`config.mk`:
```
export PLATFORM = sky130hd
export DESIGN_NAME = highspeed_serdes_tap_polarity_ctrl
export DESIGN_NICKNAME = d
export VERILOG_FILES = /design/src/logic/serdes_tap_pol_pkg.sv /design/src/logic/tap_weight_decode.sv /design/src/logic/highspeed_serdes_tap_polarity_ctrl.sv
export SDC_FILE = /design/constraint.sdc
export NUM_CORES = 1
export LEC_CHECK = 0
export ABC_AREA = 1
export BUFFER_PORTS_ARGS = -buffer_cell sky130_fd_sc_hd__buf_4
export CAP_MARGIN = 25
export CORE_ASPECT_RATIO = 1.5
export CORE_MARGIN = 5
export CORE_UTILIZATION = 43
export CTS_CLUSTER_DIAMETER = 150
export DETAILED_ROUTE_END_ITERATION = 8
export PLACE_DENSITY = 0.66
export RECOVER_POWER = 100
export SLEW_MARGIN = 20
export SYNTH_ARGS = -nofsm -noshare
export SYNTH_HDL_FRONTEND = slang
export SYNTH_SLANG_ARGS = --single-unit
```
`constraint.sdc`:
```
create_clock -name i_clk_sys -period 5.4 [get_ports i_clk_sys]
set_input_delay 0.27 -clock i_clk_sys [delete_from_list [all_inputs] [get_ports i_clk_sys]]
set_output_delay 0.27 -clock i_clk_sys [all_outputs]
set_load 0.1 [all_outputs]
```
`src/logic/serdes_tap_pol_pkg.sv`:
```
// constants for the serdes transmit tap and pair polarity register block
// What this block does
// - register sits at offset 0x0005 of management device 0x1e, resets to 0x2000
// - bit 15 set swaps the receive pins, inverting the recovered stream
// - bit 14 set swaps the transmit outputs, inverting the serial stream
// - bit 13 is reserved, resets to one, stays readable and writable
// - bits 12:8 are sign-magnitude first post tap, 2.5 percent steps
// - bits 7:4 are sign-magnitude pre tap, 2.5 percent steps, reset zero
// - bits 3:0 are sign-magnitude second post tap, both zero codes no weight
package serdes_tap_pol_pkg;
   // -----------------------------------------
   // register map
   // -----------------------------------------
   localparam logic [4:0] DEV_ADDR = 5'h1e;
   localparam logic [15:0] REG_TAP_POL = 16'h0005;
   localparam logic [15:0] CTRL_RESET = 16'h2000;
   localparam int RX_SWAP_BIT = 15;
   localparam int TX_SWAP_BIT = 14;
   localparam int RSVD_BIT = 13;
   localparam int POST1_HI = 12;
   localparam int POST1_LO = 8;
   localparam int PRE_HI = 7;
   localparam int PRE_LO = 4;
   localparam int POST2_HI = 3;
   localparam int POST2_LO = 0;
   // -----------------------------------------
   // management frame
   // -----------------------------------------
   localparam logic [5:0] PREAMBLE_LEN = 6'h20;
   localparam logic [4:0] HEADER_LEN = 5'h0e;
   localparam logic [4:0] DATA_LEN = 5'h10;
   localparam logic [1:0] OP_ADDR = 2'h0;
   localparam logic [1:0] OP_WRITE = 2'h1;
   localparam logic [1:0] OP_READ_INC = 2'h2;
   localparam logic [1:0] OP_READ = 2'h3;
   localparam logic [1:0] START_CODE = 2'h0;
endpackage

```
`src/logic/tap_weight_decode.sv`:
```
// sign-magnitude tap code to signed step count
module tap_weight_decode #(
   parameter int MAG_W = 3
) (
   input wire logic [MAG_W:0] i_code,
   output logic signed [MAG_W+1:0] o_steps
);
   logic [MAG_W+1:0] mag;

   // refused at elaboration: a sign bit alone carries no weight
   if (MAG_W < 1) begin : g_bad_width
      $error("tap magnitude width must be at least one");
   end

   // negative zero folds to zero since -0 == 0
   always_comb begin
      mag = {2'b00, i_code[MAG_W-1:0]};
      o_steps = i_code[MAG_W] ? -mag : mag;
   end
endmodule // tap_weight_decode

```
`src/logic/highspeed_serdes_tap_polarity_ctrl.sv`:
```
// tap and polarity control register behind a clause 45 management slave
module highspeed_serdes_tap_polarity_ctrl (
   input wire logic i_clk_sys,
   input wire logic i_reset_n,
   input wire logic i_mdc,
   input wire logic i_mdio,
   output logic o_mdio,
   output logic o_mdio_oe_n,
   input wire logic [4:0] i_port_addr,
   input wire logic i_serial_in_positive,
   input wire logic i_serial_in_negative,
   output logic o_rx_data,
   input wire logic i_tx_data,
   output logic o_serial_out_positive,
   output logic o_serial_out_negative,
   output logic o_receive_pair_swap,
   output logic o_transmit_pair_swap,
   output logic signed [5:0] o_tx_first_post_tap,
   output logic signed [4:0] o_tx_pre_tap,
   output logic signed [4:0] o_tx_second_post_tap
);
   // -----------------------------------------
   // state
   // -----------------------------------------
   typedef enum logic [3:0] {
      ST_PREAMBLE = 4'b0001,
      ST_HEADER = 4'b0010,
      ST_TURN = 4'b0100,
      ST_DATA = 4'b1000
   } frame_state_t;

   typedef struct packed {
      logic mdc_meta;
      logic mdc_sync;
      logic mdc_prev;
      logic mdio_meta;
      logic mdio_sync;
      logic [4:0] port_meta;
      logic [4:0] port_sync;
      logic rxp_meta;
      logic rxp_sync;
      logic rxn_meta;
      logic rxn_sync;
      frame_state_t state;
      logic [5:0] pre_cnt;
      logic [4:0] bit_cnt;
      logic [15:0] shift;
      logic [1:0] op;
      logic hit;
      logic [15:0] addr;
      logic [15:0] ctrl;
      logic mdio_out;
      logic mdio_oe_n;
      logic rx_data;
      logic tx_p;
      logic tx_n;
      logic signed [5:0] post1_w;
      logic signed [4:0] pre_w;
      logic signed [4:0] post2_w;
   } block_state_t;

   block_state_t s;
   block_state_t next_s;
   logic rise;
   logic [15:0] rd_data;
   logic [15:0] wr_data;
   logic signed [5:0] post1_c;
   logic signed [4:0] pre_c;
   logic signed [4:0] post2_c;

   // -----------------------------------------
   // tap decoders
   // -----------------------------------------
   tap_weight_decode #(.MAG_W(4)) u_post1 (
      .i_code(s.ctrl[serdes_tap_pol_pkg::POST1_HI:serdes_tap_pol_pkg::POST1_LO]),
      .o_steps(post1_c)
   );
   tap_weight_decode #(.MAG_W(3)) u_pre (
      .i_code(s.ctrl[serdes_tap_pol_pkg::PRE_HI:serdes_tap_pol_pkg::PRE_LO]),
      .o_steps(pre_c)
   );
   tap_weight_decode #(.MAG_W(3)) u_post2 (
      .i_code(s.ctrl[serdes_tap_pol_pkg::POST2_HI:serdes_tap_pol_pkg::POST2_LO]),
      .o_steps(post2_c)
   );

   // -----------------------------------------
   // next state
   // -----------------------------------------
   always_comb begin
      next_s = s;
      next_s.mdc_meta = i_mdc;
      next_s.mdc_sync = s.mdc_meta;
      next_s.mdc_prev = s.mdc_sync;
      next_s.mdio_meta = i_mdio;
      next_s.mdio_sync = s.mdio_meta;
      next_s.port_meta = i_port_addr;
      next_s.port_sync = s.port_meta;
      next_s.rxp_meta = i_serial_in_positive;
      next_s.rxp_sync = s.rxp_meta;
      next_s.rxn_meta = i_serial_in_negative;
      next_s.rxn_sync = s.rxn_meta;
      // recovered bit follows whichever pin is treated as positive
      next_s.rx_data = s.ctrl[serdes_tap_pol_pkg::RX_SWAP_BIT] ? s.rxn_sync
                                                               : s.rxp_sync;
      next_s.tx_p = i_tx_data ^ s.ctrl[serdes_tap_pol_pkg::TX_SWAP_BIT];
      next_s.tx_n = ~(i_tx_data ^ s.ctrl[serdes_tap_pol_pkg::TX_SWAP_BIT]);
      next_s.post1_w = post1_c;
      next_s.pre_w = pre_c;
      next_s.post2_w = post2_c;

      rise = s.mdc_sync & ~s.mdc_prev;
      // other addresses in this device read as zero
      rd_data = (s.addr == serdes_tap_pol_pkg::REG_TAP_POL) ? s.ctrl : 16'h0000;
      wr_data = {s.shift[14:0], s.mdio_sync};

      if (rise) begin
         unique case (s.state)
            ST_PREAMBLE: begin
               if (s.mdio_sync) begin
                  if (s.pre_cnt != serdes_tap_pol_pkg::PREAMBLE_LEN) begin
                     next_s.pre_cnt = s.pre_cnt + 6'h01;
                  end
               end else if (s.pre_cnt == serdes_tap_pol_pkg::PREAMBLE_LEN) begin
                  next_s.state = ST_HEADER;
                  next_s.bit_cnt = 5'h01;
                  next_s.shift = 16'h0000;
               end else begin
                  next_s.pre_cnt = 6'h00;
               end
            end
            ST_HEADER: begin
               next_s.shift = wr_data;
               next_s.bit_cnt = s.bit_cnt + 5'h01;
               if (s.bit_cnt == serdes_tap_pol_pkg::HEADER_LEN - 5'h01) begin
                  next_s.op = wr_data[11:10];
                  next_s.hit = (wr_data[9:5] == s.port_sync)
                             && (wr_data[4:0] == serdes_tap_pol_pkg::DEV_ADDR);
                  next_s.bit_cnt = 5'h00;
                  next_s.pre_cnt = 6'h00;
                  // a bad start code drops the frame
                  next_s.state = (wr_data[13:12] == serdes_tap_pol_pkg::START_CODE)
                               ? ST_TURN : ST_PREAMBLE;
               end
            end
            ST_TURN: begin
               next_s.bit_cnt = s.bit_cnt + 5'h01;
               if (s.hit && s.op[1]) begin
                  if (s.bit_cnt == 5'h00) begin
                     next_s.mdio_out = 1'b0;
                     next_s.mdio_oe_n = 1'b0;
                  end else begin
                     next_s.mdio_out = rd_data[15];
                     next_s.shift = {rd_data[14:0], 1'b0};
                  end
               end
               if (s.bit_cnt == 5'h01) begin
                  next_s.state = ST_DATA;
                  next_s.bit_cnt = 5'h00;
               end
            end
            ST_DATA: begin
               next_s.bit_cnt = s.bit_cnt + 5'h01;
               next_s.shift = s.op[1] ? {s.shift[14:0], 1'b0} : wr_data;
               if (s.hit && s.op[1]) begin
                  next_s.mdio_out = s.shift[15];
               end
               if (s.bit_cnt == serdes_tap_pol_pkg::DATA_LEN - 5'h01) begin
                  next_s.state = ST_PREAMBLE;
                  next_s.pre_cnt = 6'h00;
                  next_s.mdio_oe_n = 1'b1;
                  next_s.mdio_out = 1'b0;
                  if (s.hit) begin
                     unique case (s.op)
                        serdes_tap_pol_pkg::OP_ADDR: begin
                           next_s.addr = wr_data;
                        end
                        serdes_tap_pol_pkg::OP_WRITE: begin
                           // all 16 bits stored, reserved bit included
                           if (s.addr == serdes_tap_pol_pkg::REG_TAP_POL) begin
                              next_s.ctrl = wr_data;
                           end
                        end
                        serdes_tap_pol_pkg::OP_READ_INC: begin
                           next_s.addr = s.addr + 16'h0001;
                        end
                        serdes_tap_pol_pkg::OP_READ: begin
                           next_s.addr = s.addr;
                        end
                     endcase
                  end
               end
            end
         endcase
      end
   end

   // -----------------------------------------
   // registers
   // -----------------------------------------
   always_ff @(posedge i_clk_sys) begin
      if (!i_reset_n) begin
         s <= '0;
         s.state <= ST_PREAMBLE;
         s.ctrl <= serdes_tap_pol_pkg::CTRL_RESET;
         s.mdio_oe_n <= 1'b1;
         s.tx_n <= 1'b1;
      end else begin
         s <= next_s;
      end
   end

   assign o_mdio = s.mdio_out;
   assign o_mdio_oe_n = s.mdio_oe_n;
   assign o_rx_data = s.rx_data;
   assign o_serial_out_positive = s.tx_p;
   assign o_serial_out_negative = s.tx_n;
   assign o_receive_pair_swap = s.ctrl[serdes_tap_pol_pkg::RX_SWAP_BIT];
   assign o_transmit_pair_swap = s.ctrl[serdes_tap_pol_pkg::TX_SWAP_BIT];
   assign o_tx_first_post_tap = s.post1_w;
   assign o_tx_pre_tap = s.pre_w;
   assign o_tx_second_post_tap = s.post2_w;
endmodule // highspeed_serdes_tap_polarity_ctrl

```
==> impl_summary.txt <==
----------------------------------------------------
[Status]
  Status ... finished, final reports clean

[Cells and area]
  Diodes inserted ... 0
  Final design utilization ... 46.7%
  Non-Filler Instances ... 982
  Ratio of cells with drive above 1 in the final layout ... 5.81%
  Number of nets in the layout ... 846
  P&R area growth vs syn ... 7.34%

[Floorplanning]
  Initial core utilization ... 43.5%
  Boundary pin count ... 35
  FP Rows ... 50
  Vertical die dimension ... 147 um
  Full die area ... 0.0149 mm2
  Chip Width ... 101 um
  Area of the core ... 0.0124 mm2

[Routing]
  Detail Route Antenna Nets ... 0
  WL/cell ... 12.6 um
  Routed via count divided by cell count ... 4.98
  Final routed wirelength across all metal layers ... 12.4 mm
  Total DRC errors in the routed layout ... 0
  DRT iter0 DRCs ... 353
  Via count ... 4893
  DR pass1 iterations ... 4

[Global routing]
  Largest net degree at the start of global routing ... 70
  GRT overflow ... 0
  Global-route wire length before repair ... 20.9 mm
  Number of global-route vias before repair ... 4475
  Combined global-route utilization of all metal layers ... 17.5%
  Initial antenna violation count ... 0

[STA]
  Actual slew at the worst max-slew pin ... 1180 ps
  RSZ-0062 raised after global routing ... no
  Fmax ... 379 MHz
  Min Tclk post-route ... 2640 ps
  Tightest slew margin relative to the limit ... 22.0%
  Final Max Tran Viols ... 0
  Setup TNS ... 0 ps
  Total setup violations reported at the end of the flow ... 0
  Number of hold violations in the final report ... 0
  Ratio of final minimum period to clock period ... 48.8%
  Clock skew ... 5.52 ps

[Clocking]
  Root buffer cell ... clkbuf_16
  Hold-fix buffers, CTS ... 0
  Number of CTS-inserted buffers ... 9
  Cells resized by post-CTS repair ... 0
  Clock tree from TritonCTS ... built
  Number of levels the H-tree was split into ... 3
  Number of buffers on the longest clock path ... 2
  Clock slew at reported path FFs ... 70 ps
  Worst skew pair latency ... 350 ps
  Post-CTS Setup Bufs ... 0
  Clock Sinks ... 106

[Power and ir drop]
  Power Dens Cells ... 261 mW/mm2
  Maximum resistive drop on vdd ... 0.198 mV
  Total leakage power ... 0.00255 uW

[Synth]
  Number of synthesized register bits ... 106
  Count of flip-flops with a built-in enable after synthesis ... 0
  Most common flop cell mapped by yosys ... dfxtp_1
  Syn_area_per_cell ... 6.61 um2
  Post-synthesis instance total ... 815
  Syn nets ... 840
  Proportion of register bits with asynchronous set or reset after synthesis ... 0%
  Number of distinct library cell variants in the gate-level netlist after synthesis ... 36
  Yosys Warn Count ... 0
  Syn Std Cell Area ... 0.00539 mm2
  Proportion of synthesized chip area in sequential cells ... 39.4%

[Placement]
  Count of port buffers added during placement ... 34
  Routability congestion estimate ... 0.897
  Number of placed instances, taps included ... 965
  DPL Wire Length ... 8.70 mm

[Job]
  # Max-Cap Violations ... 0

[Setup path]
  CP required ... 5690 ps
  Largest fanout on the critical path ... 24
  Classification of the worst setup path ... flip-flop to flip-flop
  Arrival time worst endpoint ... 2920 ps
  Endpoint class of the critical path ... flip-flop
  Sort of element at the start of the critical path ... flip-flop

[Min path]
  Kind of path behind the tightest hold check ... primary input to flip-flop

----------------------------------------------------
[flip-flops by register name (all words and copies together) (netlist names)]
signal / flops
next_s: 10
o_tx_second_post_tap: 5
o_rx_data: 1
o_mdio: 1
o_tx_first_post_tap: 6
o_receive_pair_swap: 1
o_serial_out_positive: 1
o_tx_pre_tap: 5
s: 73
o_mdio_oe_n: 1
o_transmit_pair_swap: 1
o_serial_out_negative: 1
[Yosys cell counts (3+ instances only)]
cell | count | share of area, %
a21oi_1 | 49 | 4.6
a31oi_1 | 3 | 0.35
buf_2 | 10 | 0.93
buf_4 | 16 | 2.2
buf_6 | 3 | 0.63
clkbuf_1 | 13 | 0.91
dfxtp_1 | 106 | 39
ha_1 | 13 | 3.0
inv_1 | 84 | 5.9
inv_2 | 6 | 0.42
nand2_1 | 238 | 17
nand2_2 | 5 | 0.58
nand3_1 | 58 | 5.4
nand3_2 | 3 | 0.56
nand4_1 | 10 | 1.2
nor2_1 | 130 | 9.1
nor2_2 | 5 | 0.58
o21ai_0 | 33 | 3.1
o21bai_1 | 3 | 0.42
o22ai_1 | 4 | 0.46
[cell type report]
cell class | count | area, um2
timing repair buffer | 37 | 184
sequential | 106 | 2120
clock inverter | 7 | 76.3
tap | 156 | 195
inverter | 92 | 348
clock buffer | 9 | 225
multi-input combinational | 575 | 2630
fill | 1348 | 6610
[placed cells by master (no fill, tap or decap), drive strengths merged, types with 4 or more instances in the layout]
cell type	netlist	final
clkbuf	13	34
a21oi	50	50
buf	29	12
clkinv	1	4
nand4	10	10
nor2	138	138
o22ai	4	4
nand3	62	62
nand2	243	243
inv	91	94
o21ai	34	34
dfxtp	106	106
ha	13	13
[power by group]
group / internal (uW) / switching (uW)
logic: 12.0 / 29.4
clock network: 366 / 307
registers: 789 / 4.22
total: 1170 / 341
[worst paths after layout]
kind              cells past startpoint                  end   startpoint  slack, ps
setup / recovery                     13  o_receive_pair_swap        s[72]       2760
hold / removal                        3          next_s[104]        i_mdc        100
setup reg to reg                     13  o_receive_pair_swap        s[72]       2760
hold reg to reg                       2               s[101]  next_s[101]        410
[critical path: stages (launching register included)]
cell and delay (ps):
dfxtp_1 400, ha_1 210, nand2_1 60, nor2_1 90, ha_1 240, nand2_1 70, nor2_1 200, nand2_1 70
nor3_1 190, nand2_1 240, clkbuf_1 450, nand2_1 170, nand2_1 70, nor2_1 110
[metal layers]
metal  part of all wire (%)  wire, um  track usage [%]
met1                     42      5180             19.9
met2                     52      6440             31.1
met3                    2.9       359             3.37
met4                    3.2       402             7.45
met5                      0         0                0
[cells by family after synthesis]
| group | after synthesis | synth area share (%) |
|---|---|---|
| fa+ha+maj | 13 | 3.02 |
| xor+xnor | 4 | 0.651 |
| compound gates | 99 | 9.94 |
| flops | 106 | 39.4 |
| simple gates | 459 | 35.8 |
| buf+inv | 134 | 11.2 |
[through the flow]
| step | setup WS, ps | hold WS (ps) | power [uW] | cell area, um2 |
|---|---|---|---|---|
| after floorplan | 3550 | 368 | 840 | 5390 |
| after global placement | 2810 | 392 | 854 | 5590 |
| final | 2760 | 98.2 | 1510 | 5780 |
| after global routing | 2300 | 85.5 | 1570 | 5780 |
| after detailed placement | 2780 | 396 | 856 | 5610 |
| after CTS | 2730 | 85.5 | 1530 | 5910 |
No activity file was read; power rests on OpenSTA's default activity.
